`src/dds_ctrl_pkg.sv`:
```
`default_nettype none
package dds_ctrl_pkg;
  // Register bus geometry.
  localparam int          ADDR_W       = 8;
  localparam int          DATA_W       = 24;
  localparam int          NUM_CH       = 4;

  // Register offsets.
  localparam logic [7:0]  OFF_CHAN_SEL = 8'h00;
  localparam logic [7:0]  OFF_FUNC_ONE = 8'h01;
  localparam logic [7:0]  OFF_CHAN_FN  = 8'h03;
  localparam logic [7:0]  OFF_STATUS   = 8'h1E;

  // Channel select register fields.
  localparam int          CSEL_EN_LSB  = 4;

  // Function register one fields.
  localparam int          FR1_VCO_BIT  = 23;
  localparam int          FR1_MUL_MSB  = 22;
  localparam int          FR1_MUL_LSB  = 18;
  localparam int          FR1_CLKPD    = 7;
  localparam int          FR1_FULLPD   = 6;

  // Channel function register fields.
  localparam int          CFN_AFP_MSB  = 23;
  localparam int          CFN_AFP_LSB  = 22;
  localparam int          CFN_SWEEP    = 14;
  localparam int          CFN_SCL_MSB  = 9;
  localparam int          CFN_SCL_LSB  = 8;
  localparam int          CFN_DACPD    = 7;
  localparam int          CFN_DIGPD    = 6;
  localparam int          CFN_MATCH    = 5;

  // Status register fields.
  localparam int          ST_RUN       = 0;
  localparam int          ST_FAST      = 1;
  localparam int          ST_FULL      = 2;
  localparam int          ST_PLL_EN    = 3;
  localparam int          ST_OSC_EN    = 4;
  localparam int          ST_LOCK_WAIT = 5;

  // Reset values.
  localparam logic [23:0] RST_CHAN_SEL = 24'h0000F0;
  localparam logic [23:0] RST_FUNC_ONE = 24'h000000;
  localparam logic [23:0] RST_CHAN_FN  = 24'h000300;

  // Multiplier range and bypass factor.
  localparam logic [4:0]  MUL_MIN      = 5'h04;
  localparam logic [4:0]  MUL_MAX      = 5'h14;
  localparam logic [4:0]  MUL_BYPASS   = 5'h01;

  // Scale codes and the matching attenuation shift.
  localparam logic [1:0]  SCL_FULL     = 2'h3;
  localparam logic [1:0]  SCL_HALF     = 2'h1;
  localparam logic [1:0]  SCL_QUARTER  = 2'h2;
  localparam logic [1:0]  SCL_EIGHTH   = 2'h0;
  localparam logic [1:0]  SHIFT_FULL   = 2'h0;
  localparam logic [1:0]  SHIFT_HALF   = 2'h1;
  localparam logic [1:0]  SHIFT_QUART  = 2'h2;
  localparam logic [1:0]  SHIFT_EIGHTH = 2'h3;
  localparam logic [1:0]  AFP_NONE     = 2'h0;

  // Timing: clock rate and loop lock time.
  localparam int          CLK_MHZ      = 25;
  localparam int          LOCK_TIME_US = 1000;
  localparam int          LOCK_CYCLES  = CLK_MHZ * LOCK_TIME_US;

  // Power mode, one-hot.
  typedef enum logic [2:0] {
    PM_RUN  = 3'b001,
    PM_FAST = 3'b010,
    PM_FULL = 3'b100
  } pwr_mode_t;
endpackage
`default_nettype wire

```
`src/chan_cfg_if.sv`:
```
`default_nettype none
interface chan_cfg_if;
  logic        wr;
  logic [23:0] wdata;
  logic [23:0] cfn;
  logic        sw_dac_pd;
  logic        sw_dig_pd;
  logic [1:0]  scale_shift;
  logic        match_eff;

  modport ctrl (output wr, wdata,
                input  cfn, sw_dac_pd, sw_dig_pd, scale_shift, match_eff);
  modport chan (input  wr, wdata,
                output cfn, sw_dac_pd, sw_dig_pd, scale_shift, match_eff);
endinterface
`default_nettype wire

```
`src/chan_cfg.sv`:
```
`default_nettype none
module chan_cfg
  import dds_ctrl_pkg::*;
(
  input  wire logic   i_sys_clk,  // System clock.
  input  wire logic   i_reset_n,  // Asynchronous reset, active low.
  chan_cfg_if.chan    cfg         // Write path and decoded settings.
);
  logic [23:0] cfn_q, cfn_d;
  logic [1:0]  shift_q, shift_d;
  logic        match_q, match_d;

  // Next channel function word and its decoded fields.
  always_comb begin
    cfn_d = cfg.wr ? cfg.wdata : cfn_q;
    case (cfn_d[CFN_SCL_MSB:CFN_SCL_LSB])
      SCL_FULL:    shift_d = SHIFT_FULL;
      SCL_HALF:    shift_d = SHIFT_HALF;
      SCL_QUARTER: shift_d = SHIFT_QUART;
      SCL_EIGHTH:  shift_d = SHIFT_EIGHTH;
      default:     shift_d = SHIFT_FULL;
    endcase
    // Equal latency only applies with no modulation and no sweep.
    match_d = cfn_d[CFN_MATCH]
            & (cfn_d[CFN_AFP_MSB:CFN_AFP_LSB] == AFP_NONE)
            & ~cfn_d[CFN_SWEEP];
  end

  // Register this channel's own copy of the settings.
  always_ff @(posedge i_sys_clk or negedge i_reset_n) begin
    if (!i_reset_n) begin
      cfn_q   <= RST_CHAN_FN;
      shift_q <= SHIFT_FULL;
      match_q <= 1'b0;
    end else begin
      cfn_q   <= cfn_d;
      shift_q <= shift_d;
      match_q <= match_d;
    end
  end

  // Decoded settings back to the controller.
  assign cfg.cfn         = cfn_q;
  assign cfg.scale_shift = shift_q;
  assign cfg.match_eff   = match_q;
  assign cfg.sw_dac_pd   = cfn_q[CFN_DACPD];
  assign cfg.sw_dig_pd   = cfn_q[CFN_DIGPD];
endmodule
`default_nettype wire

```
`src/dds_clock_scale_powerdown_ctrl.sv`:
```
`default_nettype none
// Functional notes
// - A set match bit in the channel function register equalises latency.
// - Latency matching only acts while the channel is in single-tone mode.
// - The multiplier factor is the five-bit field 22:18 of function reg one.
// - A factor from 4 to 20 enables the multiplier at that integer ratio.
// - A factor below 4 or above 20 bypasses the multiplier with ratio one.
// - A VCO gain bit picks the low or high range and resets to low.
// - The multiplier is shut down whenever it is bypassed.
// - The mode pin picks the input buffer when low, the crystal when high.
// - Channel bits 9:8 scale DAC current: 11 full, 01 half, 10 quarter, 00 eighth.
// - With the pin low, channel bits 7:6 power down that channel's parts.
// - Pin high with bit 6 clear gives fast-recovery power-down.
// - Pin high with bit 6 set gives full power-down of everything.
// - With the pin high, software power-down bits are ignored.
// - Every power-down bit requests low power when one.
// - Channel register writes go to every channel enabled in the select reg.
module dds_clock_scale_powerdown_ctrl
  import dds_ctrl_pkg::*;
#(
  parameter int LOCK_CNT = LOCK_CYCLES
) (
  input  wire logic                       i_sys_clk,   // System clock.
  input  wire logic                       i_reset_n,   // Reset, active low.
  input  wire logic [ADDR_W-1:0]          i_addr,      // Register address.
  input  wire logic [DATA_W-1:0]          i_wdata,     // Write data.
  input  wire logic                       i_wr,        // Write strobe.
  input  wire logic                       i_rd,        // Read strobe.
  input  wire logic                       i_clk_mode_sel, // Clock mode pin.
  input  wire logic                       i_ext_powerdown_pin, // Ext PD.
  output logic [DATA_W-1:0]               o_rdata,     // Read data.
  output logic                            o_pll_en,    // Multiplier on.
  output logic [4:0]                      o_mul_factor, // Clock ratio.
  output logic                            o_vco_high,  // VCO high range.
  output logic                            o_osc_en,    // Crystal osc on.
  output logic                            o_clkin_pd,  // Clock input off.
  output logic                            o_dac_bias_pd, // DAC bias off.
  output logic [NUM_CH-1:0]               o_dac_pd,    // DAC digital off.
  output logic [NUM_CH-1:0]               o_dig_pd,    // Channel logic off.
  output logic [2*NUM_CH-1:0]             o_dac_shift, // Current shift.
  output logic [NUM_CH-1:0]               o_match_delay, // Equal latency.
  output logic                            o_lock_wait  // Lock interval.
);
  logic [DATA_W-1:0]      csel_q, csel_d;
  logic [DATA_W-1:0]      fr1_q, fr1_d;
  logic [DATA_W-1:0]      rdata_q, rdata_d;
  pwr_mode_t              pm_q, pm_d;
  logic                   vco_q, vco_d;
  logic                   clkpd_q, clkpd_d;
  logic                   bias_q, bias_d;
  logic [NUM_CH-1:0]      dacpd_q, dacpd_d;
  logic [NUM_CH-1:0]      digpd_q, digpd_d;
  logic [2*NUM_CH-1:0]    shift_q, shift_d;
  logic [NUM_CH-1:0]      match_q, match_d;

  logic [NUM_CH-1:0]      ch_en;
  logic [NUM_CH-1:0]      sw_dac;
  logic [NUM_CH-1:0]      sw_dig;
  logic [NUM_CH-1:0]      ch_match;
  logic [2*NUM_CH-1:0]    ch_shift;
  logic [DATA_W-1:0]      ch_cfn [NUM_CH];
  logic                   cfn_wr;
  logic                   full_pd;
  logic                   pll_en;
  logic [4:0]             mul_eff;
  logic                   osc_en;
  logic                   lock_wait;

  assign ch_en   = csel_q[CSEL_EN_LSB +: NUM_CH];
  assign cfn_wr  = i_wr && (i_addr == OFF_CHAN_FN);
  assign full_pd = (pm_q == PM_FULL);

  // One configuration slice per channel, written through the select mask.
  genvar g;
  generate
    for (g = 0; g < NUM_CH; g++) begin : g_ch
      chan_cfg_if cif ();
      assign cif.wr     = cfn_wr & ch_en[g];
      assign cif.wdata  = i_wdata;
      assign ch_cfn[g]  = cif.cfn;
      assign sw_dac[g]  = cif.sw_dac_pd;
      assign sw_dig[g]  = cif.sw_dig_pd;
      assign ch_match[g] = cif.match_eff;
      assign ch_shift[2*g +: 2] = cif.scale_shift;
      chan_cfg u_chan (
        .i_sys_clk (i_sys_clk),
        .i_reset_n (i_reset_n),
        .cfg       (cif.chan)
      );
    end
  endgenerate

  // Reference clock source, multiplier and lock interval.
  ref_clk_ctrl #(
    .LOCK_CNT (LOCK_CNT)
  ) u_refclk (
    .i_sys_clk   (i_sys_clk),
    .i_reset_n   (i_reset_n),
    .i_mul_field (fr1_q[FR1_MUL_MSB:FR1_MUL_LSB]),
    .i_mode_sel  (i_clk_mode_sel),
    .i_full_pd   (full_pd),
    .o_pll_en    (pll_en),
    .o_mul_eff   (mul_eff),
    .o_osc_en    (osc_en),
    .o_lock_wait (lock_wait)
  );

  // Shared register writes.
  always_comb begin
    csel_d = csel_q;
    fr1_d  = fr1_q;
    if (i_wr && (i_addr == OFF_CHAN_SEL)) begin
      csel_d = i_wdata;
    end
    if (i_wr && (i_addr == OFF_FUNC_ONE)) begin
      fr1_d = i_wdata;
    end
  end

  always_ff @(posedge i_sys_clk or negedge i_reset_n) begin
    if (!i_reset_n) begin
      csel_q <= RST_CHAN_SEL;
      fr1_q  <= RST_FUNC_ONE;
    end else begin
      csel_q <= csel_d;
      fr1_q  <= fr1_d;
    end
  end

  // Power mode follows the external pin and the full/fast select bit.
  always_comb begin
    case (pm_q)
      PM_RUN, PM_FAST, PM_FULL: begin
        if (!i_ext_powerdown_pin) begin
          pm_d = PM_RUN;
        end else if (fr1_q[FR1_FULLPD]) begin
          pm_d = PM_FULL;
        end else begin
          pm_d = PM_FAST;
        end
      end
      default: pm_d = PM_RUN;
    endcase
  end

  always_ff @(posedge i_sys_clk or negedge i_reset_n) begin
    if (!i_reset_n) begin
      pm_q <= PM_RUN;
    end else begin
      pm_q <= pm_d;
    end
  end

  // Power-down outputs: software bits only count in the run mode.
  always_comb begin
    vco_d   = fr1_q[FR1_VCO_BIT];
    bias_d  = (pm_q == PM_FULL);
    clkpd_d = (pm_q == PM_FULL)
            | ((pm_q == PM_RUN) & fr1_q[FR1_CLKPD]);
    for (int i = 0; i < NUM_CH; i++) begin
      if (pm_q == PM_RUN) begin
        dacpd_d[i] = sw_dac[i];
        digpd_d[i] = sw_dig[i];
      end else begin
        dacpd_d[i] = 1'b1;
        digpd_d[i] = 1'b1;
      end
    end
    shift_d = ch_shift;
    match_d = ch_match;
  end

  always_ff @(posedge i_sys_clk or negedge i_reset_n) begin
    if (!i_reset_n) begin
      vco_q   <= 1'b0;
      bias_q  <= 1'b0;
      clkpd_q <= 1'b0;
      dacpd_q <= '0;
      digpd_q <= '0;
      shift_q <= '0;
      match_q <= '0;
    end else begin
      vco_q   <= vco_d;
      bias_q  <= bias_d;
      clkpd_q <= clkpd_d;
      dacpd_q <= dacpd_d;
      digpd_q <= digpd_d;
      shift_q <= shift_d;
      match_q <= match_d;
    end
  end

  // Read path: the channel register shows the lowest enabled channel.
  always_comb begin
    rdata_d = '0;
    if (i_rd) begin
      case (i_addr)
        OFF_CHAN_SEL: rdata_d = csel_q;
        OFF_FUNC_ONE: rdata_d = fr1_q;
        OFF_CHAN_FN: begin
          rdata_d = ch_cfn[0];
          for (int i = NUM_CH - 1; i >= 0; i--) begin
            if (ch_en[i]) begin
              rdata_d = ch_cfn[i];
            end
          end
        end
        OFF_STATUS: begin
          rdata_d[ST_RUN]       = (pm_q == PM_RUN);
          rdata_d[ST_FAST]      = (pm_q == PM_FAST);
          rdata_d[ST_FULL]      = (pm_q == PM_FULL);
          rdata_d[ST_PLL_EN]    = pll_en;
          rdata_d[ST_OSC_EN]    = osc_en;
          rdata_d[ST_LOCK_WAIT] = lock_wait;
        end
        default: rdata_d = '0;
      endcase
    end
  end

  always_ff @(posedge i_sys_clk or negedge i_reset_n) begin
    if (!i_reset_n) begin
      rdata_q <= '0;
    end else begin
      rdata_q <= rdata_d;
    end
  end

  // Outputs straight from flops.
  assign o_rdata       = rdata_q;
  assign o_pll_en      = pll_en;
  assign o_mul_factor  = mul_eff;
  assign o_vco_high    = vco_q;
  assign o_osc_en      = osc_en;
  assign o_clkin_pd    = clkpd_q;
  assign o_dac_bias_pd = bias_q;
  assign o_dac_pd      = dacpd_q;
  assign o_dig_pd      = digpd_q;
  assign o_dac_shift   = shift_q;
  assign o_match_delay = match_q;
  assign o_lock_wait   = lock_wait;
endmodule
`default_nettype wire

```
`src/ref_clk_ctrl.sv`:
```
`default_nettype none
module ref_clk_ctrl
  import dds_ctrl_pkg::*;
#(
  parameter int LOCK_CNT = LOCK_CYCLES
) (
  input  wire logic       i_sys_clk,    // System clock.
  input  wire logic       i_reset_n,    // Asynchronous reset, active low.
  input  wire logic [4:0] i_mul_field,  // Raw multiplier field.
  input  wire logic       i_mode_sel,   // Clock mode select pin.
  input  wire logic       i_full_pd,    // Full power-down active.
  output logic            o_pll_en,     // Multiplier enabled.
  output logic [4:0]      o_mul_eff,    // Effective factor.
  output logic            o_osc_en,     // Crystal oscillator enabled.
  output logic            o_lock_wait   // Loop lock interval running.
);
  localparam int CW = $clog2(LOCK_CNT + 1);

  logic          pll_en_q, pll_en_d;
  logic [4:0]    mul_q, mul_d;
  logic          osc_q, osc_d;
  logic [CW-1:0] cnt_q, cnt_d;
  logic          lock_q;
  logic          in_range;

  // Decode the factor, bypass, oscillator and lock interval.
  always_comb begin
    in_range = (i_mul_field >= MUL_MIN) && (i_mul_field <= MUL_MAX);
    pll_en_d = in_range & ~i_full_pd;
    mul_d    = in_range ? i_mul_field : MUL_BYPASS;
    osc_d    = i_mode_sel & ~i_full_pd;
    cnt_d    = cnt_q;
    // A fresh enable or new factor restarts the lock interval.
    if (pll_en_d && (!pll_en_q || (mul_d != mul_q))) begin
      cnt_d = CW'(LOCK_CNT);
    end else if (!pll_en_d) begin
      cnt_d = '0;
    end else if (cnt_q != '0) begin
      cnt_d = cnt_q - CW'(1);
    end
  end

  // Register the clock configuration.
  always_ff @(posedge i_sys_clk or negedge i_reset_n) begin
    if (!i_reset_n) begin
      pll_en_q <= 1'b0;
      mul_q    <= MUL_BYPASS;
      osc_q    <= 1'b0;
      cnt_q    <= '0;
      lock_q   <= 1'b0;
    end else begin
      pll_en_q <= pll_en_d;
      mul_q    <= mul_d;
      osc_q    <= osc_d;
      cnt_q    <= cnt_d;
      lock_q   <= (cnt_d != '0); // Registered so the output is a flop.
    end
  end

  assign o_pll_en    = pll_en_q;
  assign o_mul_eff   = mul_q;
  assign o_osc_en    = osc_q;
  assign o_lock_wait = lock_q;
endmodule
`default_nettype wire

```
`config.mk`:
```
export PLATFORM = sky130hd
export DESIGN_NAME = dds_clock_scale_powerdown_ctrl
export DESIGN_NICKNAME = d
export VERILOG_FILES = /design/src/dds_ctrl_pkg.sv /design/src/chan_cfg_if.sv /design/src/chan_cfg.sv /design/src/dds_clock_scale_powerdown_ctrl.sv /design/src/ref_clk_ctrl.sv
export SDC_FILE = /design/constraint.sdc
export NUM_CORES = 1
export LEC_CHECK = 0
export ABC_AREA = 1
export ABC_CLOCK_PERIOD_IN_PS = 2000
export BUFFER_PORTS_ARGS = -buffer_cell sky130_fd_sc_hd__clkbuf_2
export CELL_PAD_IN_SITES_DETAIL_PLACEMENT = 1
export CELL_PAD_IN_SITES_GLOBAL_PLACEMENT = 2
export CORE_UTILIZATION = 36
export CTS_CLUSTER_SIZE = 14
export DETAILED_ROUTE_END_ITERATION = 10
export PLACE_DENSITY_LB_ADDON = 0.1
export SLEW_MARGIN = 10
export SYNTH_ARGS = -nofsm -noshare
export SYNTH_HDL_FRONTEND = slang
export SYNTH_SLANG_ARGS = --single-unit
```
`constraint.sdc`:
```
create_clock -name i_sys_clk -period 2 [get_ports i_sys_clk]
set_input_delay 0 -clock i_sys_clk [delete_from_list [all_inputs] [get_ports i_sys_clk]]
set_output_delay 0 -clock i_sys_clk [all_outputs]
set_load 0.03 [all_outputs]
```
Word-level counts from Yosys, hierarchy flattened
Cells that the tools add are included.
{"block": "totals", "word_cells": 124, "register_bits": 229, "inputBits": 38, "out_inout_bits": 55}
{"block": "op_classes", "n_mux": 30, "order_cmp": 2, "n_addsub": 1, "n_eq_ne": 19, "n_bitwise": 21, "n_reduce_logical": 19}
{"cell": "two-way mux 24 bit", "count": 9}
{"cell": "case mux 18 bit (3 select lines)", "count": 1}
{"cell": "two-way mux 15 bit", "count": 3}
{"cell": "case mux 2 bit (4 select lines)", "count": 4}
{"cell": "nonzero test 15 bit", "count": 2}
{"cell": "case mux 6 bit (4 select lines)", "count": 1}
{"cell": "equality test 2 bit (second input constant)", "count": 8}
{"cell": "logical NOT 2 bit", "count": 8}
{"cell": "AND 1 bit", "count": 15}
{"cell": "subtractor 15 x 1 -> 15 bit (second input constant)", "count": 1}
{"cell": "two-way mux 3 bit", "count": 3}
{"cell": "equality test 2 x 1 -> 1 bit (second input constant)", "count": 4}
{"cell": "equality test 8 x 1 -> 1 bit (second input constant)", "count": 1}
{"cell": "equality test 8 x 2 -> 1 bit (second input constant)", "count": 1}
{"cell": "equality test 8 x 5 -> 1 bit (second input constant)", "count": 1}
{"cell": "logical NOT 8 bit", "count": 1}
{"cell": "two-way mux 1 bit", "count": 8}
{"cell": ">= comparator 5 x 3 -> 1 bit (second input constant)", "count": 1}
{"cell": "less-or-equal comparator 5 bit (second input constant)", "count": 1}
{"cell": "logical AND 1 bit", "count": 5}
{"cell": "two-way mux 5 bit", "count": 1}
{"cell": "!= test 5 bit", "count": 1}
{"cell": "NOT 1 bit", "count": 5}
{"cell": "equality test 3 x 1 -> 1 bit (second input constant)", "count": 1}
{"cell": "other kinds (6)", "count": 6}

Longest topological paths before layout
Gate-level depths: netlist (run 1).
{"block": "logic_depth", "depth_word": 8, "depth_mapped": 14, "mapped_depth_nobuf": 14}

Modules after synthesis
A second synthesis (run 1) with hierarchy kept.
{"block": "unflattened", "hier_cells": 1350, "hier_area_um2": 10994.3}
{"mod": "dds_clock_scale_powerdown_ctrl", "cells_per_inst": 681, "seq_area_each_um2": 2458.6, "n_inst": 1, "area_each_um2": 5195.0}
{"mod": "chan_cfg", "cells_per_inst": 119, "seq_area_each_um2": 678.2, "n_inst": 4, "area_each_um2": 1096.1}
{"mod": "ref_clk_ctrl", "cells_per_inst": 193, "seq_area_each_um2": 576.8, "n_inst": 1, "area_each_um2": 1415.1}

Least setup slack after synthesis (run 1)
Ideal clock, no wire load.
{"block": "synth_timing", "path_type": "flip-flop to flip-flop", "from": "register u_refclk.cnt_q[0]", "to": "register u_refclk.lock_q, in the netlist u_refclk.o_lock_wait", "t_arrival_ns": 1.658, "required_ns": 1.875, "setup_time_ns": 0.125, "path_stages_with_launch": 13, "n_path_buf": 1, "path_slack_ns": 0.217, "period_less_slack_ns": 1.783, "path_cell_list": "dfrtp_1 -> inv_1 -> ha_1 -> nand2_1 -> nor2_4 -> nand2_2 -> buf_6 -> nand3_1 -> inv_1 -> o21ai_0 -> nand2_1 -> nor2_1 -> nand3_1"}
{"block": "synth_via", "elab_chain_len": 5, "word_cells_on_any_way": 6, "cone_classes": "1 x add/sub; 3 x mux; 2 x reduce/logical"}
{"item": "from (decl)", "line": "ref_clk_ctrl.sv:22", "rtl": "logic [CW-1:0] cnt_q, cnt_d;"}
{"item": "from (signal assigned)", "line": "ref_clk_ctrl.sv:55", "rtl": "cnt_q <= cnt_d;"}
{"item": "subtractor 15 x 1 -> 15 bit or nonzero test 15 bit (tied branches)", "line": "ref_clk_ctrl.sv:39, ref_clk_ctrl.sv:38"}
{"item": "two-way mux 15 bit (*)", "line": "ref_clk_ctrl.sv:38", "rtl": "end else if (cnt_q != '0) begin"}
{"item": "two-way mux 15 bit (*)", "line": "ref_clk_ctrl.sv:36", "rtl": "end else if (!pll_en_d) begin"}
{"item": "two-way mux 15 bit (*)", "line": "ref_clk_ctrl.sv:34", "rtl": "if (pll_en_d && (!pll_en_q || (mul_d != mul_q))) begin"}
{"item": "nonzero test 15 bit (*)", "line": "ref_clk_ctrl.sv:56", "rtl": "lock_q <= (cnt_d != '0);"}
{"item": "to (signal assigned)", "line": "ref_clk_ctrl.sv:56"}
{"item": "to (decl)", "line": "ref_clk_ctrl.sv:23", "rtl": "logic lock_q;"}
Every way passes the cells marked *; elsewhere a longest branch is shown, timed or not.
A chain may end at the register's enable or synchronous reset.

Worst setup path after layout (run 1)
{"block": "layout_timing", "from": "register csel_q[5]", "to": "register rdata_q[22], in the netlist o_rdata[22]"}
{"block": "layout_via", "elab_chain_len": 4}
{"item": "from (decl)", "line": "dds_clock_scale_powerdown_ctrl.sv:44", "rtl": "logic [DATA_W-1:0] csel_q, csel_d;"}
{"item": "from (signal assigned)", "line": "dds_clock_scale_powerdown_ctrl.sv:125", "rtl": "csel_q <= csel_d;"}
{"item": "two-way mux 24 bit (2 in a row)", "line": "dds_clock_scale_powerdown_ctrl.sv:203", "rtl": "if (ch_en[i]) begin"}
{"item": "case mux 18 bit (3 select lines)", "line": "dds_clock_scale_powerdown_ctrl.sv:197", "rtl": "case (i_addr)"}
{"item": "two-way mux 24 bit", "line": "dds_clock_scale_powerdown_ctrl.sv:196", "rtl": "if (i_rd) begin"}
{"item": "named net rdata_d[22]", "line": "dds_clock_scale_powerdown_ctrl.sv:46", "rtl": "logic [DATA_W-1:0] rdata_q, rdata_d;"}
{"item": "to (signal assigned)", "line": "dds_clock_scale_powerdown_ctrl.sv:225", "rtl": "rdata_q <= rdata_d;"}
{"item": "to (decl)", "line": "dds_clock_scale_powerdown_ctrl.sv:46"}
The timed path passes the listed nets, and every way through them passes these cells.

==> impl_metrics.ini, run 1 <==
[clocking]
clock-sinks = 229
cts_buffers = 27
clk_latency_ns = 0.53
ctsHtreeMaxLevel = 1
max-clock-path-buffers = 3
cts_tree = yes
clk_pin_slew_ns = 0.06
clockRootBuffer = clkbuf_16

[sta]
finalCritPeriodShare_pct = 94.30
drv_slew = 0
fin_skew_ns = 0.01014
finalWorstSetupSlack_ns = 0.1140
hold_ws_ns = 0.03899
setup_viol = 0
max_slew_margin_pct = 59.26
worstMarginPinSlew_ns = 0.6112
finalHoldViolCount = 0
min_period_ns = 1.886
fmax_mhz = 530.2

[global_route]
antenna_found_initial = 0
grt_usage_pct = 22.16
grt_start_max_net_pins = 76
grt_first_pass_wirelength_um = 48730
grt_pass1_vias = 8558
grt_overflow = 0

[layout]
area_growth_pct = 24.29
fin_nets = 1324
drive_gt1_share_pct = 19.22
final_cell_mix = 336 x nand2_1, 213 x dfrtp_1, 153 x o21ai_0
final_common_cell = nand2_1
antenna_cells = 0
utilization_pct = 45.66
finalInstanceArea_mm2 = 0.01231

[placement]
dp_hpwl_um = 20490
place_area_mm2 = 0.01101
place_ws_ns = 0.07877
gp_congestion = 0.8457
portBuffers = 92

[pwr]
finalPower_mw = 11.53
intPower_mw = 8.483
power_frac_comb_pct = 13.1
peakVddDrop_uv = 631.9
power.density_mw_per_mm2 = 937.2
power.share.sequential_pct = 42.6
p_sw_share_pct = 26.46
p_clk_share_pct = 44.4
p_leak_nw = 6.191
switching_power_mw = 3.051

[worst_hold_path]
hp-class = in -> reg

[detailed_routing]
vias_per_cell = 4.948
drt_pass1_iterations = 5
antenna_left = 0
wl_per_cell_um = 18.16
drt-initial-drc-count = 343
post-route-drc-count = 0
num_vias = 8149
wl_um = 29920

[yosys]
synth_seq_cells = 229
syn_inst = 1132
seq_area_frac_synth_pct = 58.05
synth_top_flop_cell = dfrtp_1
synth.distinct_cells = 42
yosysWarningCount = 0
synthArstFlopShare_pct = 100.0
synth-edff-count = 0
synth_area_per_cell_um2 = 8.747
syn-num-nets = 1171
syn_area_mm2 = 0.009902

[die]
dieArea_mm2 = 0.02817
die_h_um = 167.8
core_area_mm2 = 0.02695
io_pins = 93
initial_core_util_pct = 36.74
core.rowCount = 60
die_w_um = 167.8

[job]
drv_cap = 0

[worst_setup_path]
crit_fanout = 16
startpoint_type = flip-flop
crit_path_cell_trace = clkinvlp_4 -> buf_4 -> buf_4 -> nand2_1 -> o22ai_1 -> o2111ai_1 -> nand2_1 -> inv_1
cp-end-kind = flip-flop
criticalPathCategory = reg -> reg
arrival_ns = 2.36
cpPeakStageDelay_ns = 0.66
crit_required_ns = 2.48
crit_slowest_cell = dfstp_2

[run_status]
status = finished, final reports clean
-- state kept, by name (all words and copies together), names as in the netlist --
signal,count
o_dac_pd,4
fr1_q,24
g_ch.u_chan.cfg.cfn,96
pm_q,3
o_match_delay,4
o_rdata,24
o_clkin_pd,1
g_ch.u_chan.cfg.match_eff,4
u_refclk.o_mul_eff,5
o_dac_shift,8
csel_q,24
o_dac_bias_pd,1
u_refclk.cnt_q,15
u_refclk.o_lock_wait,1
g_ch.u_chan.cfg.scale_shift,8
o_vco_high,1
u_refclk.o_osc_en,1
u_refclk.o_pll_en,1
o_dig_pd,4
-- timing repair --
| action | 4_1_cts | 5_1_grt |
|---|---|---|
| gates resized for setup | 0 | 10 |
| hold buffers | 28 | 0 |
| endpoints found under the setup margin | 0 | 3 |
| setup buffers | 0 | 8 |
| hold endpoints to repair | 386 | 0 |
-- cells by family after synthesis --
| logic type | synth area share (%) |
|---|---|
| AO/OA/AOI/OAI | 14.25 |
| XOR/XNOR | 0.7961 |
| adder cells (fa/ha/maj) | 0.1263 |
| buffers and inverters | 7.101 |
| flip-flops | 58.05 |
| AND/OR/NAND/NOR | 19.67 |
-- synthesized netlist by cell type, drive strengths merged, types with 2 or more instances --
cell / instances / area [um2]
nor4: 7 / 43.79
clkbuf: 38 / 142.6
nand4: 3 / 18.77
a22oi: 2 / 15.01
o211ai: 9 / 67.56
a221oi: 3 / 26.28
o221ai: 2 / 17.52
o22ai: 16 / 100.1
o21ai: 170 / 854.6
xor2: 7 / 61.31
nor3: 8 / 55.05
o2111ai: 12 / 105.1
dfrtp: 215 / 5380
inv: 124 / 465.4
nand2: 349 / 1350
xnor2: 2 / 17.52
o311ai: 2 / 17.52
a21oi: 28 / 140.1
a211oi: 7 / 52.55
nand3: 31 / 172.7
or2: 6 / 37.54
dfstp: 14 / 367.9
nor2: 55 / 256.5
buf: 17 / 95.09
-- power by group through the flow --
| stage | logic, mW | registers [mW] | clock network, mW |
|---|---|---|---|
| final | 1.51 | 4.91 | 5.12 |
| after global routing | 1.68 | 4.92 | 5.44 |
| after CTS | 1.44 | 4.91 | 5.26 |
| after detailed placement | 1.39 | 4.99 | 0 |
| after global placement | 1.39 | 4.99 | 0 |
| after floorplan | 0.783 | 5.06 | 0 |
-- area by class of cell --
| cell class | count | area [um2] |
|---|---|---|
| inverters | 124 | 469.2 |
| repair buffers | 179 | 1256 |
| clock buffers | 40 | 774.5 |
| clock inverters | 10 | 153.9 |
| flip-flops and latches | 229 | 5751 |
| well taps | 341 | 426.7 |
| multi-input cells | 724 | 3476 |
| fillers | 3187 | 14640 |
-- worst max-delay path: cells and delay by family (launching register included) --
kind / cells / cell delay (ns)
AOI/OAI and AO/OA: 2 / 0.30
buffers and inverters: 4 / 0.66
DFF: 1 / 0.66
and+or+nand+nor: 2 / 0.21
-- metrics by stage --
stage,TNS (ns),cells
final,0,1647
after global routing,-0.02261,1647
after CTS,0,1639
after detailed placement,0,1561
after global placement,0,1561
after floorplan,0,1132
-- layer usage --
layer  global-route usage [%]  part of all wire [%]
met4                    4.308                   1.3
met3                    2.492                   3.3
met5                        0                     0
met2                    36.76                    47
met1                    31.48                    48
-- worst paths after layout --
check	start	end	slack, ns	cells after the start
worst max-delay path	csel_q[5]$_DFFE_PN1P_	o_rdata[22]$_DFF_PN0_	0.11	8
worst min-delay path	i_addr[5]	o_rdata[0]$_DFF_PN0_	0.04	6
worst max register to register	csel_q[5]$_DFFE_PN1P_	o_rdata[22]$_DFF_PN0_	0.11	8
worst min register to register	g_ch[1].u_chan.cfg.scale_shift[0]$_DFF_PN0_	o_dac_shift[2]$_DFF_PN0_	0.35	0
max in group asynchronous	i_reset_n	g_ch[1].u_chan.cfg.cfn[10]$_DFFE_PN0P_	1.24	3
min in group asynchronous	i_reset_n	o_rdata[8]$_DFF_PN0_	0.06	2
Power figures use the tool's default switching activity.
==> run 2: changes to the inputs <==
Settings changed: PLACE_DENSITY set to 0.83, PLACE_DENSITY_LB_ADDON 0.1 to not set.
==> impl_metrics.ini, run 2 (synthesis gave the netlist of run 1 again) <==
[detailed_routing]
post-route-drc-count = 0
drt-initial-drc-count = 498
wl_um = 28740
drt_pass1_iterations = 4
antenna_left = 0
vias_per_cell = 4.981
wl_per_cell_um = 17.70
num_vias = 8089

[sta]
fin_skew_ns = 0.02219
finalCritPeriodShare_pct = 92.43
max_slew_margin_pct = 70.36
drv_slew = 0
fmax_mhz = 540.9
finalHoldViolCount = 0
setup_viol = 0
min_period_ns = 1.849
rsz0062_at_grt = false
worstMarginPinSlew_ns = 0.4447
setup_tns_ns = 0

[worst_setup_path]
crit_top_cell = nand2_2
path_buf_inv = 0
reg2reg_to = u_refclk.o_lock_wait$_DFF_PN0_
r2r_start = fr1_q[19]$_DFFE_PN0P_
crit_slowest_cell = dfrtp_2
cp-end-kind = flip-flop
crit_required_ns = 2.41
startpoint_type = flip-flop
crit_path_cell_trace = o21ai_4 -> nand2_2 -> nand2_4 -> nand2_2 -> nand2_2 -> nand2_2 -> nor2_4 -> nand3_4 -> nand2_4 -> nand3_1 -> nor2_1 -> nand3_1
arrival_ns = 2.26
cp_top_family = simple AND/OR/NAND/NOR gates
criticalPathCategory = reg -> reg
crit_fanout = 9
cpPeakStageDelay_ns = 0.45
reg2reg_depth = 12
r2r_slack_ns = 0.15

[global_route]
grt_overflow = 0
grt_busiest_layer = met2
grt_usage_pct = 21.31
grt_start_max_net_pins = 64
grt_use_met2_pct = 35.60
antenna_found_initial = 0
use_met1_pct = 29.59
grt_pass1_vias = 8514
grt_first_pass_wirelength_um = 47170
gr-usage-met3_pct = 2.680

[pwr]
power.share.sequential_pct = 44.5
peakVddDrop_uv = 519.5
switching_power_mw = 3.028
power_frac_comb_pct = 13.3
intPower_mw = 7.995
p_sw_share_pct = 27.47
power.density_mw_per_mm2 = 908.2
p_clk_share_pct = 42.2
p_leak_nw = 6.086

[worst_hold_path]
hold-path-cell-count = 6
hp-class = in -> reg
min_from = i_addr[6]
min_to = o_rdata[0]$_DFF_PN0_

[layout]
num-fill-cells = 3206
drive_gt1_share_pct = 17.93
largest_reg_flops = 96
final_cell_mix = 336 x nand2_1, 214 x dfrtp_1, 153 x o21ai_0
fin_nets = 1302
utilization_pct = 45.04
final_common_cell = nand2_1
area_growth_pct = 22.58
antenna_cells = 0

[job]
drv_cap = 0

[clocking]
ctsHtreeMaxLevel = 1
clockRootBuffer = clkbuf_16
cts_tree = yes
clock-sinks = 229
clk_pin_slew_ns = 0.06
max-clock-path-buffers = 3
cts_buffers = 26
clk_latency_ns = 0.54

[die]
core.rowCount = 60
die_w_um = 167.8
core_area_mm2 = 0.02695
dieArea_mm2 = 0.02817
die_h_um = 167.8
io_pins = 93
initial_core_util_pct = 36.74

[placement]
dp_hpwl_um = 19280
gp_congestion = 0.7921
portBuffers = 92

[run_status]
status = finished, final reports clean
==> run 2: layout make-up <==
type                    count  area (um2)  area share [%]
clock buffers              39       789.5           6.504
clock inverters             9       58.81          0.4845
inverters                 124       465.4           3.835
multi-input cells         724        3475           28.63
flip-flops and latches    229        5749           47.37
well taps                 341       426.7           3.515
repair buffers            158        1174           9.669
==> run 2: what timing repair did <==
item                       CTS  global route
resized for setup            0             8
buffers inserted             0             1
hold buffers                29             0
setup endpoints to repair    0             1
hold endpoints to repair   395             0
==> run 2: tightest hold or removal path: stages <==
cell      delay (ns)
clkbuf_2        0.09
nor4_1          0.04
nand2_1         0.13
inv_1           0.10
nand2_1         0.08
a21oi_1         0.07
==> run 2: metrics by stage <==
stage / setup WS [ns] / cells / hold WS [ns] / total power [mW] / cell area, um2
6_report: 0.1514 / 1624 / 0.03643 / 11.02 / 12140
5_1_grt: 0.01380 / 1624 / 0.06181 / 11.50 / 12140
4_1_cts: 0.05449 / 1623 / 0.03489 / 11.09 / 12110
3_5_place_dp: 0.06475 / 1546 / -0.05973 / 6.358 / 10960
3_3_place_gp: 0.1762 / 1546 / -0.06079 / 6.339 / 10960
2_1_floorplan: 0.2170 / 1132 / -0.2956 / 5.846 / 9902
==> run 2: worst max-delay path by stage <==
stage                                           endpoint                         from  slack (ns)  depth (start not counted)
after floorplan           u_refclk.o_lock_wait$_DFF_PN0_  u_refclk.cnt_q[0]$_DFF_PN0_        0.22                         12
after global placement    u_refclk.o_lock_wait$_DFF_PN0_  u_refclk.cnt_q[0]$_DFF_PN0_        0.18                         11
after detailed placement  u_refclk.o_lock_wait$_DFF_PN0_  u_refclk.cnt_q[0]$_DFF_PN0_        0.06                         11
after CTS                 u_refclk.o_lock_wait$_DFF_PN0_  u_refclk.cnt_q[0]$_DFF_PN0_        0.05                         11
after global routing      u_refclk.o_lock_wait$_DFF_PN0_            pm_q[1]$_DFF_PN0_        0.01                         10
final                     u_refclk.o_lock_wait$_DFF_PN0_        fr1_q[19]$_DFFE_PN0P_        0.15                         12
==> run 2: per-layer routing <==
layer	part of all wire [%]	vias to the layer above	wire length, um
li1	-	3917	-
met1	47	4001	13560
met2	47	134	13590
met3	3.8	37	1091
met4	1.7	0	495
met5	0	-	0
==> run 2: power by group through the flow <==
stage	sequential, mW	clock (mW)	combinational [mW]
floorplan	5.06	0	0.783
global route	4.92	4.94	1.64
detailed placement	4.99	0	1.37
global placement	4.98	0	1.35
CTS	4.90	4.76	1.43
finish	4.90	4.66	1.46
